`src/common/ogc_consts.svh`:
```
// Purpose: timing defaults for the optical gate command and status logic
// Assumes: 100 MHz local clock
// Notes: all counts in local clock cycles
`ifndef OGC_CONSTS_SVH
`define OGC_CONSTS_SVH
`define OGC_CNT_W 16
`define OGC_ACK_DELAY 16'd50
`define OGC_ACK_WIDTH 16'd100
`define OGC_ON_LAT 16'd20
`define OGC_OFF_LAT 16'd20
`define OGC_FAULT_DELAY 16'd10
`define OGC_BLOCK_TIME 16'd1000
`endif

```
`src/common/ogc_pkg.sv`:
```
// Purpose: shared types for the optical gate command and status logic
// Assumes: nothing
// Notes: counter width comes from the constants header
`include "ogc_consts.svh"
package ogc_pkg;
  typedef logic [`OGC_CNT_W-1:0] ogc_cnt_type;
endpackage

```
`src/common/ogc_chan_if.sv`:
```
// Purpose: bundle of one channel's signals between top and channel core
// Assumes: single clock
// Notes: top drives inputs, channel drives outputs
`timescale 1ns/1ns
interface ogc_chan_if;
  logic cmd;
  logic uv_fault;
  logic sc_fault;
  logic gate;
  logic status;
  logic fault;
  modport chan
  (
    input cmd,
    input uv_fault,
    input sc_fault,
    output gate,
    output status,
    output fault
  );
  modport top
  (
    output cmd,
    output uv_fault,
    output sc_fault,
    input gate,
    input status,
    input fault
  );
endinterface

```
`src/hw/ogc_channel.sv`:
```
// Purpose: one channel: edge command, gate latency, acknowledge and fault
// Assumes: cmd already synchronised to clock_i
// Notes: all timing parameters in cycles
`timescale 1ns/1ns
`include "ogc_consts.svh"
module ogc_channel
  import ogc_pkg::*;
#(
  parameter ogc_cnt_type ACK_DELAY = `OGC_ACK_DELAY,
  parameter ogc_cnt_type ACK_WIDTH = `OGC_ACK_WIDTH,
  parameter ogc_cnt_type ON_LAT = `OGC_ON_LAT,
  parameter ogc_cnt_type OFF_LAT = `OGC_OFF_LAT,
  parameter ogc_cnt_type FAULT_DELAY = `OGC_FAULT_DELAY,
  parameter ogc_cnt_type BLOCK_TIME = `OGC_BLOCK_TIME
)
(
  input wire logic clock_i,
  input wire logic resetn_i,
  ogc_chan_if.chan ch
);
  typedef struct packed {
    logic cmd_d;
    logic want;
    logic gate;
    logic lat_busy;
    ogc_cnt_type lat_cnt;
    logic ack_wait;
    logic ack_on;
    ogc_cnt_type ack_cnt;
    logic sc_seen;
    logic sc_dark;
    ogc_cnt_type sc_cnt;
    logic blocked;
    logic status;
  } ogc_chan_state_type;

  ogc_chan_state_type s_reg;
  ogc_chan_state_type s_next;
  logic edge_w;
  logic fault_now;

  always_comb
  begin
    s_next = s_reg;
    edge_w = ch.cmd ^ s_reg.cmd_d;
    fault_now = ch.uv_fault | s_reg.sc_dark | ch.sc_fault;
    s_next.cmd_d = ch.cmd;
    // --------------------------------
    // Command path and latency
    // --------------------------------
    if (edge_w)
    begin
      s_next.want = ch.cmd;
      s_next.lat_busy = 1'b1;
      s_next.lat_cnt = ch.cmd ? ON_LAT : OFF_LAT;
    end
    else if (s_reg.lat_busy)
    begin
      if (s_reg.lat_cnt <= 16'h0001)
      begin
        s_next.lat_busy = 1'b0;
        s_next.gate = s_reg.want & ~s_reg.blocked;
      end
      else
        s_next.lat_cnt = s_reg.lat_cnt - 16'h0001;
    end
    // Blocked turn-on is only re-armed by a fresh on edge after fault clears
    if (fault_now)
      s_next.blocked = 1'b1;
    else if (edge_w && ch.cmd)
      s_next.blocked = 1'b0;
    if (fault_now || s_reg.blocked)
      s_next.gate = 1'b0;
    // --------------------------------
    // Acknowledge pulse
    // --------------------------------
    if (edge_w)
    begin
      s_next.ack_wait = 1'b1;
      s_next.ack_on = 1'b0;
      s_next.ack_cnt = ACK_DELAY;
    end
    else if (s_reg.ack_wait || s_reg.ack_on)
    begin
      if (s_reg.ack_cnt <= 16'h0001)
      begin
        s_next.ack_on = s_reg.ack_wait;
        s_next.ack_wait = 1'b0;
        s_next.ack_cnt = ACK_WIDTH;
      end
      else
        s_next.ack_cnt = s_reg.ack_cnt - 16'h0001;
    end
    // --------------------------------
    // Short circuit: delay to dark, then blocking time
    // --------------------------------
    if (!s_reg.sc_seen && !s_reg.sc_dark && ch.sc_fault)
    begin
      s_next.sc_seen = 1'b1;
      s_next.sc_cnt = FAULT_DELAY;
    end
    else if (s_reg.sc_seen)
    begin
      if (s_reg.sc_cnt <= 16'h0001)
      begin
        s_next.sc_seen = 1'b0;
        s_next.sc_dark = 1'b1;
        s_next.sc_cnt = BLOCK_TIME;
      end
      else
        s_next.sc_cnt = s_reg.sc_cnt - 16'h0001;
    end
    else if (s_reg.sc_dark)
    begin
      if (s_reg.sc_cnt <= 16'h0001)
        s_next.sc_dark = 1'b0;
      else
        s_next.sc_cnt = s_reg.sc_cnt - 16'h0001;
    end
    s_next.status = ~(ch.uv_fault | s_next.sc_dark | s_next.ack_on);
  end

  always_ff @(posedge clock_i or negedge resetn_i)
  begin
    if (!resetn_i)
      s_reg <= '0;
    else
      s_reg <= s_next;
  end

  assign ch.gate = s_reg.gate;
  assign ch.status = s_reg.status;
  assign ch.fault = s_reg.blocked;

  // --------------------------------
  // Checks
  // --------------------------------
  a_gate_fault_off: assert property (@(posedge clock_i) disable iff (!resetn_i)
    ch.uv_fault |=> !ch.gate) else $error("gate on during undervoltage");
  a_uv_dark: assert property (@(posedge clock_i) disable iff (!resetn_i)
    ch.uv_fault |=> !ch.status) else $error("status lit in undervoltage");
  a_blocked_no_gate: assert property (@(posedge clock_i) disable iff (!resetn_i)
    s_reg.blocked |-> !ch.gate) else $error("gate while blocked");
  a_gate_rises_edge: assert property (@(posedge clock_i) disable iff (!resetn_i)
    $rose(ch.gate) |-> s_reg.want) else $error("gate rose without on request");
  a_ack_starts: assert property (@(posedge clock_i) disable iff (!resetn_i)
    $rose(s_reg.ack_on) |-> $past(s_reg.ack_wait)) else $error("ack without delay");
  a_sc_off_now: assert property (@(posedge clock_i) disable iff (!resetn_i)
    ch.sc_fault |=> !ch.gate) else $error("gate on during short");
  a_ok_lit: assert property (@(posedge clock_i) disable iff (!resetn_i)
    $past(resetn_i) && !s_reg.sc_dark && !s_reg.ack_on && !ch.uv_fault && !$past(ch.uv_fault)
    |-> ch.status) else $error("status dark with no cause");
  a_sc_dark_ends: assert property (@(posedge clock_i) disable iff (!resetn_i)
    $fell(s_reg.sc_dark) |-> !s_reg.sc_seen) else $error("bad block end");
endmodule

```
`src/hw/ogc_top.sv`:
```
// Purpose: two independent optical command/status channels
// Assumes: optical receivers give logic levels, fault inputs asynchronous
// Notes: channels share nothing but the clock and reset
// How it works
// Two channels run fully independent, no coupling.
// Controller supplies dead-time; device adds none.
// Each channel has own command input, status output.
// Undervoltage darkens status and turns gate off.
// Faulted channel blocks all gate commands.
// Light on means turn on; edge triggered.
// Gate follows after on or off latency.
// Healthy channel holds status light on.
// Fault keeps status dark while it lasts; code darkens a short only for BLOCK_TIME, after FAULT_DELAY.
// Each edge: delay, then fixed dark acknowledge pulse.
// Short circuit: gate off now, dark after delay.
// Fault clears after blocking; next on re-enables.
// All timings are cycle-count parameters.
// Command inputs pass two flip-flops first.
`timescale 1ns/1ns
`include "ogc_consts.svh"
module ogc_top
  import ogc_pkg::*;
#(
  parameter ogc_cnt_type ACK_DELAY = `OGC_ACK_DELAY,
  parameter ogc_cnt_type ACK_WIDTH = `OGC_ACK_WIDTH,
  parameter ogc_cnt_type ON_LAT = `OGC_ON_LAT,
  parameter ogc_cnt_type OFF_LAT = `OGC_OFF_LAT,
  parameter ogc_cnt_type FAULT_DELAY = `OGC_FAULT_DELAY,
  parameter ogc_cnt_type BLOCK_TIME = `OGC_BLOCK_TIME
)
(
  input wire logic clock_i,
  input wire logic resetn_i,
  input wire logic cmd_in_ch1_i,
  input wire logic cmd_in_ch2_i,
  input wire logic uv_fault_ch1_i,
  input wire logic uv_fault_ch2_i,
  input wire logic sc_fault_ch1_i,
  input wire logic sc_fault_ch2_i,
  output logic gate_ch1_o,
  output logic gate_ch2_o,
  output logic status_out_ch1_o,
  output logic status_out_ch2_o,
  output logic fault_ch1_o,
  output logic fault_ch2_o
);
  // --------------------------------
  // Synchronisers, two stages per async input
  // --------------------------------
  typedef struct packed {
    logic [5:0] s1;
    logic [5:0] s2;
  } ogc_sync_type;
  ogc_sync_type y_reg;
  ogc_sync_type y_next;

  always_comb
  begin
    y_next.s1 = {sc_fault_ch2_i, sc_fault_ch1_i, uv_fault_ch2_i, uv_fault_ch1_i,
      cmd_in_ch2_i, cmd_in_ch1_i};
    y_next.s2 = y_reg.s1;
  end

  always_ff @(posedge clock_i or negedge resetn_i)
  begin
    if (!resetn_i)
      y_reg <= '0;
    else
      y_reg <= y_next;
  end

  ogc_chan_if ch1();
  ogc_chan_if ch2();
  // Separate instances give the channels no shared state
  assign ch1.cmd = y_reg.s2[0];
  assign ch2.cmd = y_reg.s2[1];
  assign ch1.uv_fault = y_reg.s2[2];
  assign ch2.uv_fault = y_reg.s2[3];
  assign ch1.sc_fault = y_reg.s2[4];
  assign ch2.sc_fault = y_reg.s2[5];

  ogc_channel #(.ACK_DELAY(ACK_DELAY), .ACK_WIDTH(ACK_WIDTH), .ON_LAT(ON_LAT),
    .OFF_LAT(OFF_LAT), .FAULT_DELAY(FAULT_DELAY), .BLOCK_TIME(BLOCK_TIME))
  u_ch1 (.clock_i(clock_i), .resetn_i(resetn_i), .ch(ch1.chan));
  ogc_channel #(.ACK_DELAY(ACK_DELAY), .ACK_WIDTH(ACK_WIDTH), .ON_LAT(ON_LAT),
    .OFF_LAT(OFF_LAT), .FAULT_DELAY(FAULT_DELAY), .BLOCK_TIME(BLOCK_TIME))
  u_ch2 (.clock_i(clock_i), .resetn_i(resetn_i), .ch(ch2.chan));

  // Channel outputs are already flops; status resets dark until first cycle
  assign gate_ch1_o = ch1.gate;
  assign gate_ch2_o = ch2.gate;
  assign status_out_ch1_o = ch1.status;
  assign status_out_ch2_o = ch2.status;
  assign fault_ch1_o = ch1.fault;
  assign fault_ch2_o = ch2.fault;
endmodule

```
`config.mk`:
```
export PLATFORM = sky130hd
export DESIGN_NAME = ogc_top
export DESIGN_NICKNAME = d
export VERILOG_FILES = /design/src/common/ogc_pkg.sv /design/src/common/ogc_chan_if.sv /design/src/hw/ogc_channel.sv /design/src/hw/ogc_top.sv
export VERILOG_INCLUDE_DIRS = /design/src /design/src/common
export SDC_FILE = /design/constraint.sdc
export NUM_CORES = 1
export LEC_CHECK = 0
export ABC_AREA = 1
export BUFFER_PORTS_ARGS = -buffer_cell sky130_fd_sc_hd__clkbuf_2
export CAP_MARGIN = 20
export CORE_UTILIZATION = 30
export CTS_BUF_LIST = sky130_fd_sc_hd__clkbuf_2
export DETAILED_ROUTE_END_ITERATION = 12
export GPL_TIMING_DRIVEN = 0
export PLACE_DENSITY = 0.51
export SKIP_CTS_REPAIR_TIMING = 1
export SYNTH_ARGS = -nofsm -noshare
export SYNTH_HDL_FRONTEND = slang
export SYNTH_HIERARCHICAL = 1
export SYNTH_SLANG_ARGS = --single-unit
```
`constraint.sdc`:
```
create_clock -name clock_i -period 5 [get_ports clock_i]
set_input_delay 0.5 -clock clock_i [delete_from_list [all_inputs] [get_ports clock_i]]
set_output_delay 0.5 -clock clock_i [all_outputs]
set_load 0.01 [all_outputs]
```
==> flow_summary.yaml <==
critical_path:
  worstPathRequired_ns: 5.63
  r2r_start: "u_ch2/s_reg[2]$_DFFE_PN0P_"
  crit_buf_inv: 2
  crit_fanout: 7
  timing.rr.end: "u_ch2/s_reg[5]$_DFFE_PN0P_"
  reg2regPathDepth: 10
  cp_common_cell: "nand2_1"
  arrival_ns: 2.62
  critPathLaunchType: "register"
  crit_chain: "inv_1 > ha_1 > inv_1 > nand2_1 > nand2_1 > nor2_2 > nand3_1 > nand2_1 > o21ai_0 > nand2_1"
  path_delay_family: "simple AND/OR/NAND/NOR gates"
  crit_path_max_incr_delay_ns: 0.45
  cp_slowest_cell: "dfrtp_1"
  rrSetupSlack_ns: 3.01
  path_class: "register to register"
  end_kind: "register"
synthesis:
  ys_top_cells_by_area: "dfrtp_1 (45%), nand2_1 (12%), nor2_1 (7.0%)"
  synth_simple_gate_area_share_pct: 31.4
  synth_seq_cells: 128
  synth_adder_area_share_pct: 2.46
  syn_nets: 963
  synthDominantCellAreaShare_pct: 44.9
  syn_inst: 941
  synth_compound_area_share_pct: 10.1
  synth_top_family_by_area: "simple AND/OR/NAND/NOR gates"
  synth_cell_type_count: 37
  synth_seq_area_share_pct: 44.9
  synth_area_mm2: 0.00713
  synth_edf_count: 0
  yosys_warnings: 6
  synth_largest_area_cell: "dfrtp_1"
  muxShareOfSynthArea_pct: 0
  synth_top_flop_cell: "dfrtp_1"
  async_reset_ff_share_pct: 100
  synth.avg_cell_area_um2: 7.58
  synth_xor_area_share_pct: 3.19
drt:
  drt-vias-per-instance: 4.46
  postRouteAntennaNets: 0
  drt_first_pass_iters: 5
  wire_per_inst_um: 11.3
  drc: 0
  vias: 5863
  drt-total-wl_mm: 14.9
  drtIter0Drc: 270
floorplan:
  rows: 56
  fp.coreArea_mm2: 0.0234
  io_pins: 14
  start_util_pct: 30.5
  die_h_um: 156
  die_w_um: 156
  die-area_mm2: 0.0244
global_route:
  grt_pass1_wl_mm: 25.9
  grt_pass1_vias: 5598
  globalRouteTotalUtil_pct: 13.3
  globalRoute.totalOverflow: 0
  grt_max_degree: 82
  antenna_found_initial: 1
cts:
  cts_buffers: 17
  clock-sinks: 128
  clk_path_buf_depth: 2
  clock_latency_ns: 0.72
  htreeDepth: 4
  path_clk_slew_ns: 0.24
  clockRootBuffer: "clkbuf_2"
  cts_tree: "done"
finish:
  syn2layout_area_growth_pct: 12.6
  drive_gt1_share_pct: 10.4
  nets: 1003
timing:
  hold_viol: 0
  setup_tns_ns: 0
  final_max_slew_viol_count: 0
  fmax_ghz: 0.503
  setup_viol: 0
  rsz0062_at_grt: "false"
  min_period_over_period_pct: 39.8
  worst-slew-pin-transition_ns: 0.577
  fin_skew_ns: 0.0428
  slew_headroom_pct: 61.5
  fin_crit_ns: 1.99
power_and_ir_drop:
  vdd_drop_max_uv: 153
  cellPowerDensity_mw_per_mm2: 442
  total_power_w: 0.00355
  leakage_nw: 4.06
placement:
  dp_hpwl_mm: 10.5
  io_buffers: 13
  gp_congestion: 0.825
worst_hold_path:
  hold_path.class: "input port to async pin"
job:
  maxCapViolCount: 0
outcome:
  outcome: "complete, no violations"
[per-layer routing]
layer  routed length [µm]  track usage (%)  share of wire [%]
met3                  289             3.17                1.9
met1                 7480             17.0                 50
met4                  139             4.44               0.93
met5                    0                0                  0
met2                 6970             21.9                 47
[worst max path at each step]
stage	from	endpoint	slack, ns	depth (start not counted)
after floorplan	u_ch1/s_reg[2]$_DFFE_PN0P_	u_ch1/s_reg[4]$_DFFE_PN0P_	3.34	12
after global placement	resetn_i	u_ch2/s_reg[11]$_DFFE_PN0P_	1.12	1
after detailed placement	u_ch2/s_reg[2]$_DFFE_PN0P_	u_ch2/s_reg[14]$_DFFE_PN0P_	3.03	11
after CTS	u_ch2/s_reg[2]$_DFFE_PN0P_	u_ch2/s_reg[5]$_DFFE_PN0P_	3.03	10
after global routing	u_ch2/s_reg[2]$_DFFE_PN0P_	u_ch2/s_reg[14]$_DFFE_PN0P_	2.78	11
final	u_ch2/s_reg[2]$_DFFE_PN0P_	u_ch2/s_reg[5]$_DFFE_PN0P_	3.01	10
[per-stage QoR]
stage	setup slack, ns	util [%]	instances	area, µm²	hold WS, ns
finish	3.01	34.3	1314	8030	0.261
global route	2.78	34.3	1314	8030	0.171
CTS	3.03	34.0	1306	7960	-0.399
detailed placement	3.03	32.6	1274	7630	0.337
global placement	1.12	32.4	1273	7590	0.332
floorplan	3.34	-	941	7130	0.204
[cell usage in the layout, fill, tap and decap left out, drive strengths merged]
cell type and instances:
o211ai 3, o21ai 81, xnor2 6, nand3 52, buf 7, diode 1
nor3b 5, clkinvlp 1, nand2 241, or2 5, dfrtp 128, a21oi 29
a21boi 1, clkinv 5, nor3 13, a31oi 2, nor4 3, o31ai 2
nor2 158, a21o 2, inv 130, o22ai 10, ha 14, dlygate4sd3 7
a22oi 2, nand3b 5, clkbuf 37, nand4 17, xor2 20, bufinv 6
o21bai 2
[area by class of cell]
class / instances / area, µm²
fill: 2508 / 15400
antenna: 1 / 2.50
inverter: 128 / 480
tap: 319 / 399
sequential: 128 / 3200
clock buffer: 18 / 90.1
timing repair buffer: 21 / 171
buffer: 12 / 77.6
clock inverter: 14 / 236
multi-input combinational: 673 / 3370
[logic make-up (layout without fill, tap and decap cells)]
logic type,count (synthesis),count (layout)
other,0,1
XOR/XNOR,26,26
AO/OA/AOI/OAI,134,134
adder cells (fa/ha/maj),14,14
AND/OR/NAND/NOR,499,499
flip-flops,128,128
buffers and inverters,140,193
[power by group]
| part | total [W] | leakage (nW) | internal (W) | switching (W) |
|---|---|---|---|---|
| clock | 0.000844 | 0.186 | 0.000432 | 0.000412 |
| sequential | 0.00148 | 1.61 | 0.00125 | 0.000225 |
| combinational | 0.00123 | 2.26 | 0.000454 | 0.000773 |
| total | 0.00355 | 4.06 | 0.00214 | 0.00141 |
[cell usage after synthesis (4+ instances only)]
library cell and instances:
nor2_2 20, clkbuf_1 6, xnor2_1 6, xor2_1 20, dfrtp_1 128, nand3b_1 5, inv_1 128, o21ai_0 62
a21oi_1 27, nor2_4 5, nand4_1 17, nand2_1 219, nor2_1 133, nor3b_1 4, nand2_2 15, nand3_1 52
o21ai_1 19, buf_6 4, nor3_1 12, nand2_4 7, ha_1 14, o22ai_1 10
Note: power is estimated with default switching activity, not from simulation.
